## src/core/osc_word_pkg.sv

```systemverilog
package osc_word_pkg;
    // ========================================
    // Word select codes and field layout
    localparam logic [1:0] SEL_CODE_THIS = 2'h1;
    localparam int SEL_LSB = 0;
    localparam int SIG_LSB = 2;
    localparam int MODE_LSB = 7;
    localparam int REF_STATUS_BIT = 27;
    localparam int SHARED_PIN_BIT = 28;
    localparam int LOCK_TYPE_BIT = 29;
    localparam int DIV4_SHIFT_BIT = 30;
    localparam int DIV8_SHIFT_BIT = 31;
    localparam int NUM_PAIRS = 5;
    localparam int WORD_BITS = 32;
    // ========================================
    // Default values loaded at reset or power-down
    localparam logic [1:0] SEL_DEFAULT = 2'h1;
    localparam logic [4:0] SIG_DEFAULT = 5'h1f;
    localparam logic [19:0] MODE_DEFAULT = 20'h00000;
    localparam logic [31:0] WORD_DEFAULT = 32'h0000007d;

    // Decoded configuration carried to the output logic
    typedef struct packed {
        logic [4:0] signalling_type;  // 1 = differential, 0 = single-ended
        logic [19:0] output_modes;    // Two bits per output, 0A first
        logic ref_status_pin_select;
        logic shared_pin_function_select;
        logic lock_detector_type_select;
        logic quarter_shift_div4_enable;
        logic quarter_shift_div8_enable;
    } out_cfg_t;
endpackage : osc_word_pkg

```

## src/core/output_status_config_word.sv

```systemverilog
// Operation
// [RULE1] Accept word only when select code matches
// [RULE2] Bits 2-6 pick signalling per pair
// [RULE3] Two-bit mode per output, bits 7-26
// [RULE4] Bit 27 picks ref status pin source
// [RULE5] Bit 28 picks shared pin function
// [RULE6] Bit 29 picks digital or analog lock
// [RULE7] Bit 30 enables divide-by-4 quarter shift
// [RULE8] Bit 31 enables divide-by-8 quarter shift
// [RULE9] Host selects feedback divide-by-16 for shifts
// [RULE10] No divide-by-16 output while shift enabled
// [RULE11] Shifted outputs switch together as pairs
// [RULE12] Both shift bits set means no shift
// [RULE13] Defaults: select low, signalling ones, rest zero
// [RULE14] Write-only link, no response
// [RULE15] Defaults restored at power-up and power-down
// [RULE16] Host writes all words after power-up
`timescale 1ns/1ns
module output_status_config_word
    import osc_word_pkg::*;
(
    // Clock and reset
    input wire logic i_clock,
    input wire logic i_sys_rst,
    // Serial control link, write only
    input wire logic i_link_data,
    input wire logic i_link_bit_valid,
    input wire logic i_link_latch,
    // Power-down control, active low
    input wire logic i_power_down_n,
    // Status sources
    input wire logic i_ref_clock_status,
    input wire logic i_primary_reference_clock_selected,
    input wire logic i_digital_lock,
    input wire logic i_analog_lock,
    input wire logic i_oscillator_status,
    // Configuration outputs
    output logic [4:0] o_pair_signalling_type,
    output logic [19:0] o_output_modes,
    output logic o_quarter_shift_div4_active,
    output logic o_quarter_shift_div8_active,
    output logic o_div16_mode_allowed,
    output logic o_pair_switching,
    output logic o_pump_current_reference_pin_enable,
    // Status pins
    output logic o_ref_status_pin,
    output logic o_oscillator_status_out,
    output logic o_lock_pin
);
    logic [WORD_BITS-1:0] rx_word;
    logic rx_valid;
    logic [WORD_BITS-1:0] cfg_word;
    out_cfg_t cfg;
    logic shift4;
    logic shift8;

    // ========================================
    // Serial receiver; the link never answers, so no handshake exists
    word_shift_in u_rx ( // RULE14
        .i_clock(i_clock),
        .i_sys_rst(i_sys_rst),
        .i_link_data(i_link_data),
        .i_link_bit_valid(i_link_bit_valid),
        .i_link_latch(i_link_latch),
        .o_word(rx_word),
        .o_word_valid(rx_valid)
    );

    // ========================================
    // Configuration word store
    // Power-down takes priority over a write so defaults always win
    always_ff @(posedge i_clock) begin
        if (i_sys_rst || !i_power_down_n) begin
            cfg_word <= WORD_DEFAULT; // RULE13 RULE15
        end else if (rx_valid && rx_word[SEL_LSB +: 2] == SEL_CODE_THIS) begin
            cfg_word <= rx_word; // RULE1
        end
    end

    // Field decode
    always_comb begin
        cfg.signalling_type = cfg_word[SIG_LSB +: NUM_PAIRS]; // RULE2
        cfg.output_modes = cfg_word[MODE_LSB +: 2*2*NUM_PAIRS]; // RULE3
        cfg.ref_status_pin_select = cfg_word[REF_STATUS_BIT];
        cfg.shared_pin_function_select = cfg_word[SHARED_PIN_BIT];
        cfg.lock_detector_type_select = cfg_word[LOCK_TYPE_BIT];
        cfg.quarter_shift_div4_enable = cfg_word[DIV4_SHIFT_BIT];
        cfg.quarter_shift_div8_enable = cfg_word[DIV8_SHIFT_BIT];
    end

    // Both enables together cancel each other
    assign shift4 = cfg.quarter_shift_div4_enable && !cfg.quarter_shift_div8_enable; // RULE7 RULE12
    assign shift8 = cfg.quarter_shift_div8_enable && !cfg.quarter_shift_div4_enable; // RULE8 RULE12

    // ========================================
    // Registered configuration outputs
    // Shift takes effect from the enable bits alone; the host's feedback divide-by-16 choice is not checked
    always_ff @(posedge i_clock) begin
        if (i_sys_rst) begin
            o_pair_signalling_type <= SIG_DEFAULT;
            o_output_modes <= MODE_DEFAULT;
            o_quarter_shift_div4_active <= 1'b0;
            o_quarter_shift_div8_active <= 1'b0;
            o_div16_mode_allowed <= 1'b1;
            o_pair_switching <= 1'b0;
            o_pump_current_reference_pin_enable <= 1'b0;
        end else begin
            o_pair_signalling_type <= cfg.signalling_type; // RULE2
            o_output_modes <= cfg.output_modes; // RULE3
            o_quarter_shift_div4_active <= shift4; // RULE7 RULE9
            o_quarter_shift_div8_active <= shift8; // RULE8 RULE9
            o_div16_mode_allowed <= !(cfg.quarter_shift_div4_enable
                                      || cfg.quarter_shift_div8_enable); // RULE10
            o_pair_switching <= shift4 || shift8; // RULE11
            o_pump_current_reference_pin_enable <= cfg.shared_pin_function_select; // RULE5
        end
    end

    // ========================================
    // Status pin multiplexing
    always_ff @(posedge i_clock) begin
        if (i_sys_rst) begin
            o_ref_status_pin <= 1'b0;
            o_oscillator_status_out <= 1'b0;
            o_lock_pin <= 1'b0;
        end else begin
            o_ref_status_pin <= cfg.ref_status_pin_select ?
                i_primary_reference_clock_selected : i_ref_clock_status; // RULE4
            // Shared pin carries oscillator status only in its default function
            o_oscillator_status_out <= cfg.shared_pin_function_select ?
                1'b0 : i_oscillator_status; // RULE5
            o_lock_pin <= cfg.lock_detector_type_select ?
                i_analog_lock : i_digital_lock; // RULE6
        end
    end

    // ========================================
    // Checks
    // Each output property samples the stored word one edge ahead of the outputs, so each
    // consequent sits one cycle later than the word that it depends on.
    // Storing a word needs a matching select code and power-down released
    AST_SELECT_FILTER: assert property (@(posedge i_clock) disable iff (i_sys_rst) // RULE1
        rx_valid && rx_word[1:0] != 2'h1 && i_power_down_n |=> $stable(cfg_word))
        else $error("word with foreign select code was stored");
    // A matching word lands whole one edge after the receiver presents it
    AST_WORD_LOAD: assert property (@(posedge i_clock) disable iff (i_sys_rst) // RULE1
        rx_valid && rx_word[1:0] == 2'h1 && i_power_down_n |=> cfg_word == $past(rx_word))
        else $error("matching word not stored");
    // Without a received word the store keeps its value
    AST_WORD_HOLD: assert property (@(posedge i_clock) disable iff (i_sys_rst) // RULE1
        !rx_valid && i_power_down_n |=> $stable(cfg_word))
        else $error("stored word changed without a write");
    // The stored word always carries this word's own select code
    AST_STORED_SEL: assert property (@(posedge i_clock) disable iff (i_sys_rst) // RULE1
        cfg_word[SEL_LSB +: 2] == SEL_CODE_THIS)
        else $error("stored word has foreign select code");

    // ========================================
    // Output field checks
    // Signalling selectors follow bits 2 to 6
    AST_SIGNAL_OUT: assert property (@(posedge i_clock) disable iff (i_sys_rst) // RULE2
        ##1 o_pair_signalling_type == $past(cfg_word[6:2]))
        else $error("signalling selectors wrong");
    // Mode bits follow bits 7 to 26
    AST_MODE_OUT: assert property (@(posedge i_clock) disable iff (i_sys_rst) // RULE3
        ##1 o_output_modes == $past(cfg_word[26:7]))
        else $error("output modes wrong");

    // ========================================
    // Status pin checks
    // Reference status shown by default
    AST_REF_PIN: assert property (@(posedge i_clock) disable iff (i_sys_rst) // RULE4
        !cfg_word[27] |=> o_ref_status_pin == $past(i_ref_clock_status))
        else $error("ref status pin not showing reference status");
    // Selected clock shown when bit 27 is set
    AST_REF_PIN_SEL: assert property (@(posedge i_clock) disable iff (i_sys_rst) // RULE4
        cfg_word[REF_STATUS_BIT] |=> o_ref_status_pin == $past(i_primary_reference_clock_selected))
        else $error("ref status pin not showing selected clock");
    // Resistor path enabled and oscillator status held low
    AST_SHARED_PIN: assert property (@(posedge i_clock) disable iff (i_sys_rst) // RULE5
        cfg_word[28] |=> o_pump_current_reference_pin_enable && !o_oscillator_status_out)
        else $error("shared pin function wrong");
    // Oscillator status passes through in the default function
    AST_OSC_PIN: assert property (@(posedge i_clock) disable iff (i_sys_rst) // RULE5
        !cfg_word[SHARED_PIN_BIT] |=> !o_pump_current_reference_pin_enable
            && o_oscillator_status_out == $past(i_oscillator_status))
        else $error("oscillator status not passed");
    // Analog lock shown when bit 29 is set
    AST_LOCK_PIN: assert property (@(posedge i_clock) disable iff (i_sys_rst) // RULE6
        cfg_word[29] |=> o_lock_pin == $past(i_analog_lock))
        else $error("lock pin not analog");
    // Digital lock shown by default
    AST_LOCK_DIG: assert property (@(posedge i_clock) disable iff (i_sys_rst) // RULE6
        !cfg_word[LOCK_TYPE_BIT] |=> o_lock_pin == $past(i_digital_lock))
        else $error("lock pin not digital");

    // ========================================
    // Phase shift checks
    // Divide-by-4 shift alone switches pairs
    AST_SHIFT4_ON: assert property (@(posedge i_clock) disable iff (i_sys_rst) // RULE7 RULE11
        cfg_word[DIV4_SHIFT_BIT] && !cfg_word[DIV8_SHIFT_BIT] |=> o_quarter_shift_div4_active
            && !o_quarter_shift_div8_active && o_pair_switching)
        else $error("divide-by-4 shift not applied");
    // Divide-by-8 shift alone switches pairs
    AST_SHIFT8_ON: assert property (@(posedge i_clock) disable iff (i_sys_rst) // RULE8 RULE11
        cfg_word[DIV8_SHIFT_BIT] && !cfg_word[DIV4_SHIFT_BIT] |=> o_quarter_shift_div8_active
            && !o_quarter_shift_div4_active && o_pair_switching)
        else $error("divide-by-8 shift not applied");
    // No enable: no shift and divide-by-16 offered again
    AST_SHIFT_OFF: assert property (@(posedge i_clock) disable iff (i_sys_rst) // RULE10
        !cfg_word[DIV4_SHIFT_BIT] && !cfg_word[DIV8_SHIFT_BIT] |=> !o_quarter_shift_div4_active
            && !o_quarter_shift_div8_active && !o_pair_switching && o_div16_mode_allowed)
        else $error("shift active without enable");
    // Both enables cancel out
    AST_BOTH_SHIFT: assert property (@(posedge i_clock) disable iff (i_sys_rst) // RULE12
        cfg_word[31] && cfg_word[30] |=> !o_quarter_shift_div4_active
            && !o_quarter_shift_div8_active && !o_pair_switching)
        else $error("shift active with both enables");
    // Any enable withdraws divide-by-16
    AST_NO_DIV16: assert property (@(posedge i_clock) disable iff (i_sys_rst) // RULE10
        (cfg_word[30] || cfg_word[31]) |=> !o_div16_mode_allowed)
        else $error("div16 offered during shift");

    // ========================================
    // Default checks
    // Power-down reloads the whole word, even over a write in flight
    AST_POWER_DOWN: assert property (@(posedge i_clock) disable iff (i_sys_rst) // RULE15
        !i_power_down_n |=> cfg_word == WORD_DEFAULT)
        else $error("defaults not restored at power-down");
    // Signalling outputs show defaults two edges after power-down
    AST_DEFAULT_SIG: assert property (@(posedge i_clock) disable iff (i_sys_rst) // RULE13
        !i_power_down_n |=> ##1 o_pair_signalling_type == SIG_DEFAULT)
        else $error("signalling defaults not shown");
    // Mode outputs show defaults two edges after power-down
    AST_DEFAULT_MODE: assert property (@(posedge i_clock) disable iff (i_sys_rst) // RULE13
        !i_power_down_n |=> ##1 o_output_modes == MODE_DEFAULT)
        else $error("mode defaults not shown");
endmodule : output_status_config_word

```

## src/core/word_shift_in.sv

```systemverilog
`timescale 1ns/1ns
module word_shift_in
    import osc_word_pkg::*;
(
    // Clock and reset
    input wire logic i_clock,
    input wire logic i_sys_rst,
    // Serial link
    input wire logic i_link_data,
    input wire logic i_link_bit_valid,
    input wire logic i_link_latch,
    // Assembled word
    output logic [WORD_BITS-1:0] o_word,
    output logic o_word_valid
);
    logic [WORD_BITS-1:0] shift;

    // ========================================
    // Shift, MSB first; latch presents the whole word as one pulse
    always_ff @(posedge i_clock) begin
        if (i_sys_rst) begin
            shift <= '0;
            o_word <= '0;
            o_word_valid <= 1'b0;
        end else begin
            o_word_valid <= i_link_latch;
            if (i_link_latch) begin
                o_word <= shift;
            end
            if (i_link_bit_valid) begin
                shift <= {shift[WORD_BITS-2:0], i_link_data};
            end
        end
    end
endmodule : word_shift_in

```

## config.mk

```make
export PLATFORM = sky130hd
export DESIGN_NAME = output_status_config_word
export DESIGN_NICKNAME = d
export VERILOG_FILES = /design/src/core/osc_word_pkg.sv /design/src/core/output_status_config_word.sv /design/src/core/word_shift_in.sv
export SDC_FILE = /design/constraint.sdc
export NUM_CORES = 1
export LEC_CHECK = 0
export ABC_AREA = 1
export BUFFER_PORTS_ARGS = -buffer_cell sky130_fd_sc_hd__buf_2
export CAP_MARGIN = 20
export CORE_UTILIZATION = 33
export CTS_BUF_LIST = sky130_fd_sc_hd__clkbuf_8
export CTS_CLUSTER_DIAMETER = 30
export DETAILED_ROUTE_END_ITERATION = 16
export GPL_ROUTABILITY_DRIVEN = 0
export PLACE_DENSITY_LB_ADDON = 0.25
export SLEW_MARGIN = 20
export SYNTH_ARGS = -nofsm -noshare
export SYNTH_HDL_FRONTEND = slang
export SYNTH_SLANG_ARGS = --single-unit
export TNS_END_PERCENT = 30
```

## constraint.sdc

```tcl
create_clock -name i_clock -period 2.8 [get_ports i_clock]
set_input_delay 0.56 -clock i_clock [delete_from_list [all_inputs] [get_ports i_clock]]
set_output_delay 0.56 -clock i_clock [all_outputs]
set_load 0.005 [all_outputs]
```

# --- Word-level counts from Yosys, hierarchy flattened ---
# Cells that the tools add are included.
# W data, S select, Z words.
totals:
  regBits: 130
  in_bits: 11
  output_inout_bits: 33
  wordCells: 28
op_classes:
  n_eq_ne: 1
  muxes: 2
  n_reduce_logical: 11
op_table:
  columns: ["op", "n"]
  rows:
  - ["$logic_not A1 Y1", 4]
  - ["$logic_and A1 B1 Y1", 3]
  - ["$logic_or A1 B1 Y1", 3]
  - ["$eq A2 B1 Y1 const B", 1]
  - ["$mux W1", 2]
  - ["$reduce_or A2 Y1", 1]

# --- Longest topological paths before layout ---
# Gate-level depths: netlist of the first run.
depth:
  ltp_word: 3
  depth_mapped: 6
  ltp_nobuf: 5

# --- By module ---
# A second synthesis of the first run with hierarchy kept.
unflattened:
  hier_cells: 645
  area_unflattened_um2: 4699.5
modules_own_cells:
  columns: ["module", "instances", "cells_per_inst", "area_each_um2"]
  rows:
  - ["word_shift_in", 1, 377, 2561.2]
  - ["output_status_config_word", 1, 268, 2138.3]

# --- Worst setup path before layout of the first run ---
# Ideal clock, no wire load.
synth_timing:
  path_type: "input-to-reg"
  from: "input i_link_latch"
  to: "register u_rx.o_word[0]"
  setup_time_ps: 116
  arrival_ps: 1032
  required_ps: 2684
  path_slack_ps: 1653
  stages: 4
  cell_sequence: "clkinv_1 > clkbuf_1 > nor2_1 > nor2_1"
synth_lines:
  columns: ["item", "line", "text"]
  rows:
  - ["from (decl)", "output_status_config_word.sv:28", "input wire logic i_link_latch,"]
  - ["to (signal assigned)", "word_shift_in.sv:28", "o_word <= shift;"]
  - ["to (decl)", "word_shift_in.sv:13", "output logic [WORD_BITS-1:0] o_word,"]

==> reports/metrics.csv, run 1 <==
stage,metric,value,unit
clocking,Sink Count,128,
cells_and_area,Antenna diodes,0,
placed_design,Port Buf Inserts,43,
floorplanning,# IOs,44,
logic_synthesis,post-synthesis simple-gate area fraction,0.252,
logic_synthesis,syn_nets,557,
clocking,cts bufs inserted,17,
critical_path,Crit path top cell by count,nor2_1,
floorplanning,Placeable Area,12600,sq um
floorplanning,Die Area,13400,sq um
clocking,CTS tree,done,
pwr,cell internal pwr,2.86,mW
logic_synthesis,post-synthesis mux area share,0,
clocking,CTS resizes,0,
clocking,clock insertion delay at the later pin of the skew report,410,ps
global_routing,vias in the first global route,3072,
hold_path,hold wc startpoint,i_analog_lock,
clocking,clock-pin transition on the worst setup and hold timing paths,70,ps
sta,Setup TNS,0,ps
cells_and_area,area grow syn2layout,17.4,%
cells_and_area,Nets,594,
pwr,Reg power frac,0.523,
global_routing,largest net degree at the start of global routing,68,
critical_path,Reg-to-Reg Start,u_rx.o_word[1]$_SDFFE_PP0P_,
sta,final hold slack,381,ps
sta,final hold violations,0,
sta,Fin Clk Skew,7.32,ps
routing,DRT iter0 DRCs,208,
cells_and_area,Final Core Density,0.398,
logic_synthesis,Netlist cell types,17,
routing,DRC,0,
pwr,Switching Fraction,0.223,
clocking,post-CTS setup buffers,0,
clocking,hold buffer count at cts,0,
floorplanning,die height,116,um
sta,Slew @ Worst Pin,913,ps
logic_synthesis,adder-cell area share of the yosys netlist,0.00877,
floorplanning,FP Rows,41,
pwr,Switch Pwr,0.820,mW
floorplanning,initial core utilization,0.339,
clocking,CTS root buffer,clkbuf_8,
logic_synthesis,Syn. warnings,0,
pwr,Max VDD drop,0.000251,V
logic_synthesis,"area leader, netlist",dfxtp_1,
global_routing,total grt overflow,0,
global_routing,first-pass GRT wire length,13400,um
status,outcome,"complete, no violations",
pwr,Pwr Total,3.68,mW
critical_path,"Data required, critical path",3100,ps
routing,vias,3268,
routing,WL per Instance,10.1,um
sta,RSZ-0062 raised after global routing,no,
critical_path,Startpoint Class,input pin,
pwr,Pleak,2.37,nW
pwr,Comb power frac,0.048,
critical_path,"Worst Path Class, Setup",input pin to flip-flop,
critical_path,Crit. Startpoint,i_link_bit_valid,
logic_synthesis,post-synthesis sequential area ratio,0.599,
logic_synthesis,XOR/XNOR share of the synthesized area,0,
routing,vias per cell,4.27,
logic_synthesis,Compound-Gate Fraction of Synth Area,0.0795,
logic_synthesis,post-synth top area share,0.599,
placed_design,dpl ws,869,ps
sta,period utilization,0.539,
logic_synthesis,Synth Area per Inst,7.88,sq um
global_routing,initial antenna violation count,0,
global_routing,GRT Total Usage,0.128,
sta,fin worst setup slack,1290,ps
placed_design,DP HPWL,4730,um
pwr,Clock Power Share,0.429,
pwr,Cell Pwr Density,733,nW/um^2
hold_path,worst hold path class,input pin to flip-flop,
cells_and_area,share of post-route cells with drive strength above 1,0.145,
logic_synthesis,main combinational cell family by area after synthesis,simple AND/OR/NAND/NOR gates,
critical_path,"slowest stage delay, CP",540,ps
critical_path,"Max FO, Critical Path",33,
logic_synthesis,mapped cell area,4280,sq um
logic_synthesis,Post-Synthesis Cells,543,
logic_synthesis,synth top area cells,"dfxtp_1 (60%), nor2_1 (18%), o21ai_0 (7.1%)",
floorplanning,DIE WIDTH,116,um
clocking,CTS max path bufs,2,
sta,fin crit period,1510,ps
routing,post-route ant nets,0,
run,Max-cap violations,0,
critical_path,CP arrival,1810,ps
logic_synthesis,register bit count reported by yosys,128,
sta,max-slew violations,0,
sta,Setup-failing EPs final,0,
critical_path,critical path's slowest cell,inv_1,
sta,Max Clk Rate,663,MHz
critical_path,crit end category,flip-flop,
clocking,Max H-tree Level,4,
critical_path,CP Cell Sequence,"buf_2, inv_1, nor2_1, nor2_1",
sta,Relative slew margins,0.391,
routing,DRT Wirelength,7710,um
routing,Pre-Repair DR Iteration Count,4,
==> path summary, 6_finish.rpt <==
kind	end	slack (ps)	cells after the start
setup / recovery	u_rx.shift[13]$_SDFFE_PP0P_	1290	4
hold / removal	o_lock_pin$_SDFF_PP0_	380	3
setup reg to reg	cfg_word[22]$_SDFFE_PP0P_	1560	6
hold reg to reg	o_output_modes[0]$_SDFF_PP0_	430	2
==> sequential cells by signal (all words and copies together) (netlist names), 5 cells and up <==
signal                  cells
cfg_word                   30
o_output_modes             20
o_pair_signalling_type      5
u_rx.shift                 32
u_rx.o_word                32
==> area by class of cell <==
class / instances / area (sq um)
Clock buffer: 19 / 262
Clock inverter: 13 / 146
Fill cell: 1341 / 7590
Inverter: 34 / 128
Multi-Input combinational cell: 351 / 1460
Sequential cell: 128 / 2560
Tap cell: 172 / 215
Timing Repair Buffer: 48 / 253
==> power by group through the flow <==
stage          Combinational [mW]  Sequential, mW  Clock [mW]
4_1_cts                     0.181            1.93        1.64
2_1_floorplan               0.136            1.96           0
3_3_place_gp                0.175            1.97           0
6_report                    0.178            1.93        1.58
3_5_place_dp                0.180            1.97           0
5_1_grt                     0.210            1.94        1.71
==> cells by family (layout without fill, tap and decap cells) <==
group	after synthesis	count (layout)
flip-flops	128	128
adder cells (fa/ha/maj)	3	3
buffers and inverters	64	114
AND/OR/NAND/NOR	280	280
AO/OA/AOI/OAI	68	68
==> worst max-delay path: cells and delay by family <==
family	cells	cell delay, ps
and+or+nand+nor	2	300
buffers and inverters	2	940
==> stage by stage <==
step	std cells	instance area [sq um]
floorplan	543	4280
CTS	765	5020
global route	765	5020
finish	765	5020
global placement	733	4620
detailed placement	733	4620
==> placed cells by master (no fill, tap or decap), drive strengths merged <==
cell and instances:
nor2 206, dfxtp 128, o21ai 66, nand2 62, buf 48, inv 36
clkbuf 19, or2 6, nand3 6, clkinvlp 4, clkinv 4, ha 3
bufinv 3, a21oi 2
==> cells in the mapped netlist, drive strengths merged <==
| library cell | n |
|---|---|
| nor2 | 206 |
| dfxtp | 128 |
| o21ai | 66 |
| nand2 | 62 |
| inv | 33 |
| buf | 15 |
| clkbuf | 15 |
| nand3 | 6 |
| or2 | 6 |
| ha | 3 |
| a21oi | 2 |
| clkinv | 1 |
==> metal layers <==
metal / up-vias / global-route usage / routed length (um)
met5: - / 0 / 0
met3: 10 / 0.0408 / 309
met1: 1476 / 0.151 / 3800
met4: 0 / 0.0667 / 133
li1: 1735 / - / -
met2: 47 / 0.210 / 3470
No activity file was read; power rests on OpenSTA's default activity.
==> inputs of run 2 (changes only) <==
clock period = 1.2 ns   (was 2.8 ns; I/O delays follow)
==> run 2 against run 1 <==
Net effect:
- non-clock buffer count increased by 10
- total power increased to 2.5 times the previous value
- hold slack got worse by 350 ps
- design area increased by 4.4%
- clock power increased to 2.8 times the previous value
- combinational power increased to 2.6 times the previous value
- wire length increased by 3.0%
- largest power group unchanged
==> reports/metrics.csv, run 2 (same netlist as run 1, synthesis figures left out) <==
stage,metric,value,unit,change
routing,met2 wire length,3370,um,was 3470 um
sta,max-slew violations,0,,unchanged
clocking,cts bufs inserted,17,,unchanged
clocking,clock-pin transition on the worst setup and hold timing paths,70,ps,about the same
hold_path,worst hold path class,input pin to flip-flop,,unchanged
clocking,CTS resizes,1,,was 0
critical_path,crit end category,output pin,,was flip-flop
cells_and_area,most frequent cells in the layout,"nor2_1 (205), dfxtp_1 (127), nand2_1 (62)",,"was nor2_1 (205), dfxtp_1 (128), nand2_1 (62)"
placed_design,Port Buf Inserts,43,,unchanged
cells_and_area,Nets,604,,was 594
placed_design,dpl ws,151,ps,was 869 ps
routing,DRT met1 WL,4080,um,was 3800 um
clocking,clock insertion delay at the later pin of the skew report,430,ps,was 410 ps
sta,Setup TNS,0,ps,unchanged
critical_path,CP arrival,900,ps,was 1810 ps
floorplanning,# IOs,44,,unchanged
critical_path,CP bufs+invs,1,,was 2
global_routing,largest net degree at the start of global routing,39,,was 68
global_routing,total grt overflow,0,,unchanged
routing,WL per Instance,10.2,um,was 10.1 um
routing,DRT Wirelength,7940,um,was 7710 um
floorplanning,initial core utilization,0.339,,unchanged
critical_path,"Worst Path Class, Setup",flip-flop to output pin,,was input pin to flip-flop
global_routing,GRT Total Usage,0.131,,was 0.128
sta,fin crit period,1140,ps,
clocking,Sink Count,128,,unchanged
routing,Pre-Repair DR Iteration Count,4,,unchanged
floorplanning,Placeable Area,12600,sq um,unchanged
global_routing,initial antenna violation count,0,,unchanged
clocking,CTS max path bufs,2,,unchanged
critical_path,"Data required, critical path",960,ps,was 3100 ps
critical_path,"Max FO, Critical Path",1,,was 33
pwr,Max VDD drop,0.000618,V,was 0.000251 V
run,Max-cap violations,0,,unchanged
critical_path,critical path's slowest cell,dfxtp_2,,was inv_1
placed_design,DP HPWL,4990,um,was 4730 um
cells_and_area,Antenna diodes,0,,unchanged
sta,RSZ-0062 raised after global routing,no,,unchanged
sta,Setup-failing EPs final,0,,unchanged
clocking,CTS tree,done,,unchanged
cells_and_area,area grow syn2layout,22.6,%,was 17.4%
sta,period utilization,0.947,,
pwr,Cell Pwr Density,1780,nW/um^2,was 733 nW/um^2
floorplanning,Die Area,13400,sq um,unchanged
global_routing,first-pass GRT wire length,13600,um,"was 13,400 um"
clocking,Max H-tree Level,4,,unchanged
sta,Max Clk Rate,880,MHz,
sta,Slew @ Worst Pin,296,ps,was 913 ps
clocking,hold buffer count at cts,0,,unchanged
sta,final hold violations,0,,unchanged
routing,post-route ant nets,0,,unchanged
cells_and_area,Regs by FF count,"u_rx.o_word: 32 flops, u_rx.shift: 32 flops, cfg_word: 30 flops",,unchanged
critical_path,CP top delay family,flip-flops,,was buffers and inverters
sta,fin worst setup slack,63.1,ps,was 1290 ps
critical_path,CP Cell Sequence,buf_2,,"was buf_2, inv_1, nor2_1, nor2_1"
critical_path,"slowest stage delay, CP",350,ps,was 540 ps
sta,Fin Clk Skew,9.92,ps,was 7.32 ps
floorplanning,die height,116,um,unchanged
floorplanning,DIE WIDTH,116,um,unchanged
cells_and_area,"most common cell after layout, fill and taps aside",nor2_1,,unchanged
clocking,CTS root buffer,clkbuf_8,,unchanged
critical_path,Startpoint Class,flip-flop,,was input pin
floorplanning,FP Rows,41,,unchanged
routing,vias per cell,4.25,,was 4.27
routing,DR top layer,met4,,unchanged
clocking,post-CTS setup buffers,0,,unchanged
routing,met3 WL post-DR,343,um,was 309 um
pwr,Pleak,2.49,nW,was 2.37 nW
global_routing,vias in the first global route,3003,,"was 3,072"
sta,Relative slew margins,0.802,,was 0.391
routing,DRC,0,,unchanged
status,outcome,"complete, no violations",,unchanged
cells_and_area,share of post-route cells with drive strength above 1,0.161,,was 0.145
routing,vias,3295,,"was 3,268"
routing,DRT iter0 DRCs,216,,was 208
==> run 2: area by class of cell <==
type / count / area, sq um
multi-input cells: 351 / 1460
clock inverters: 13 / 218
well taps: 172 / 215
clock buffers: 19 / 262
inverters: 34 / 128
fillers: 1319 / 7370
repair buffers: 58 / 403
flip-flops and latches: 128 / 2560
==> run 2: worst paths after layout <==
kind | to | depth (start not counted) | slack [ps] | startpoint
min reg2reg | o_oscillator_status_out$_SDFF_PP0_ | 1 | 410 | cfg_word[28]$_SDFFE_PP0P_
min | o_oscillator_status_out$_SDFF_PP0_ | 3 | 40 | i_oscillator_status
max | o_ref_status_pin | 1 | 60 | o_ref_status_pin$_SDFF_PP0_
max reg2reg | cfg_word[16]$_SDFFE_PP0P_ | 6 | 200 | u_rx.o_word[1]$_SDFFE_PP0P_
==> run 2: tightest hold or removal path: stages <==
cell and delay, ps:
buf_2 100, nand2_1 50, nor2_1 30
==> run 2: power by group <==
group	leakage, nW	switching, mW	internal, mW
clock	0.249	1.59	2.77
sequential	1.05	0.0873	4.41
combinational	1.20	0.286	0.180
==> run 2: metrics by stage <==
stage | hold slack (ps) | area (sq um) | utilization | instances | power [mW]
2_1_floorplan | 347 | 4280 | - | 543 | 4.89
3_3_place_gp | 403 | 4770 | 0.378 | 743 | 5.05
3_5_place_dp | 400 | 4770 | 0.378 | 743 | 5.06
4_1_cts | 1.34 | 5250 | 0.416 | 775 | 9.43
5_1_grt | 15.6 | 5250 | 0.416 | 775 | 9.71
6_report | 35.3 | 5250 | 0.416 | 775 | 9.32
==> run 2: routing by layer <==
layer | vias to the layer above | global-route usage
met5 | - | 0
met4 | 0 | 0.0641
met3 | 13 | 0.0492
met2 | 57 | 0.196
met1 | 1464 | 0.166
li1 | 1761 | -
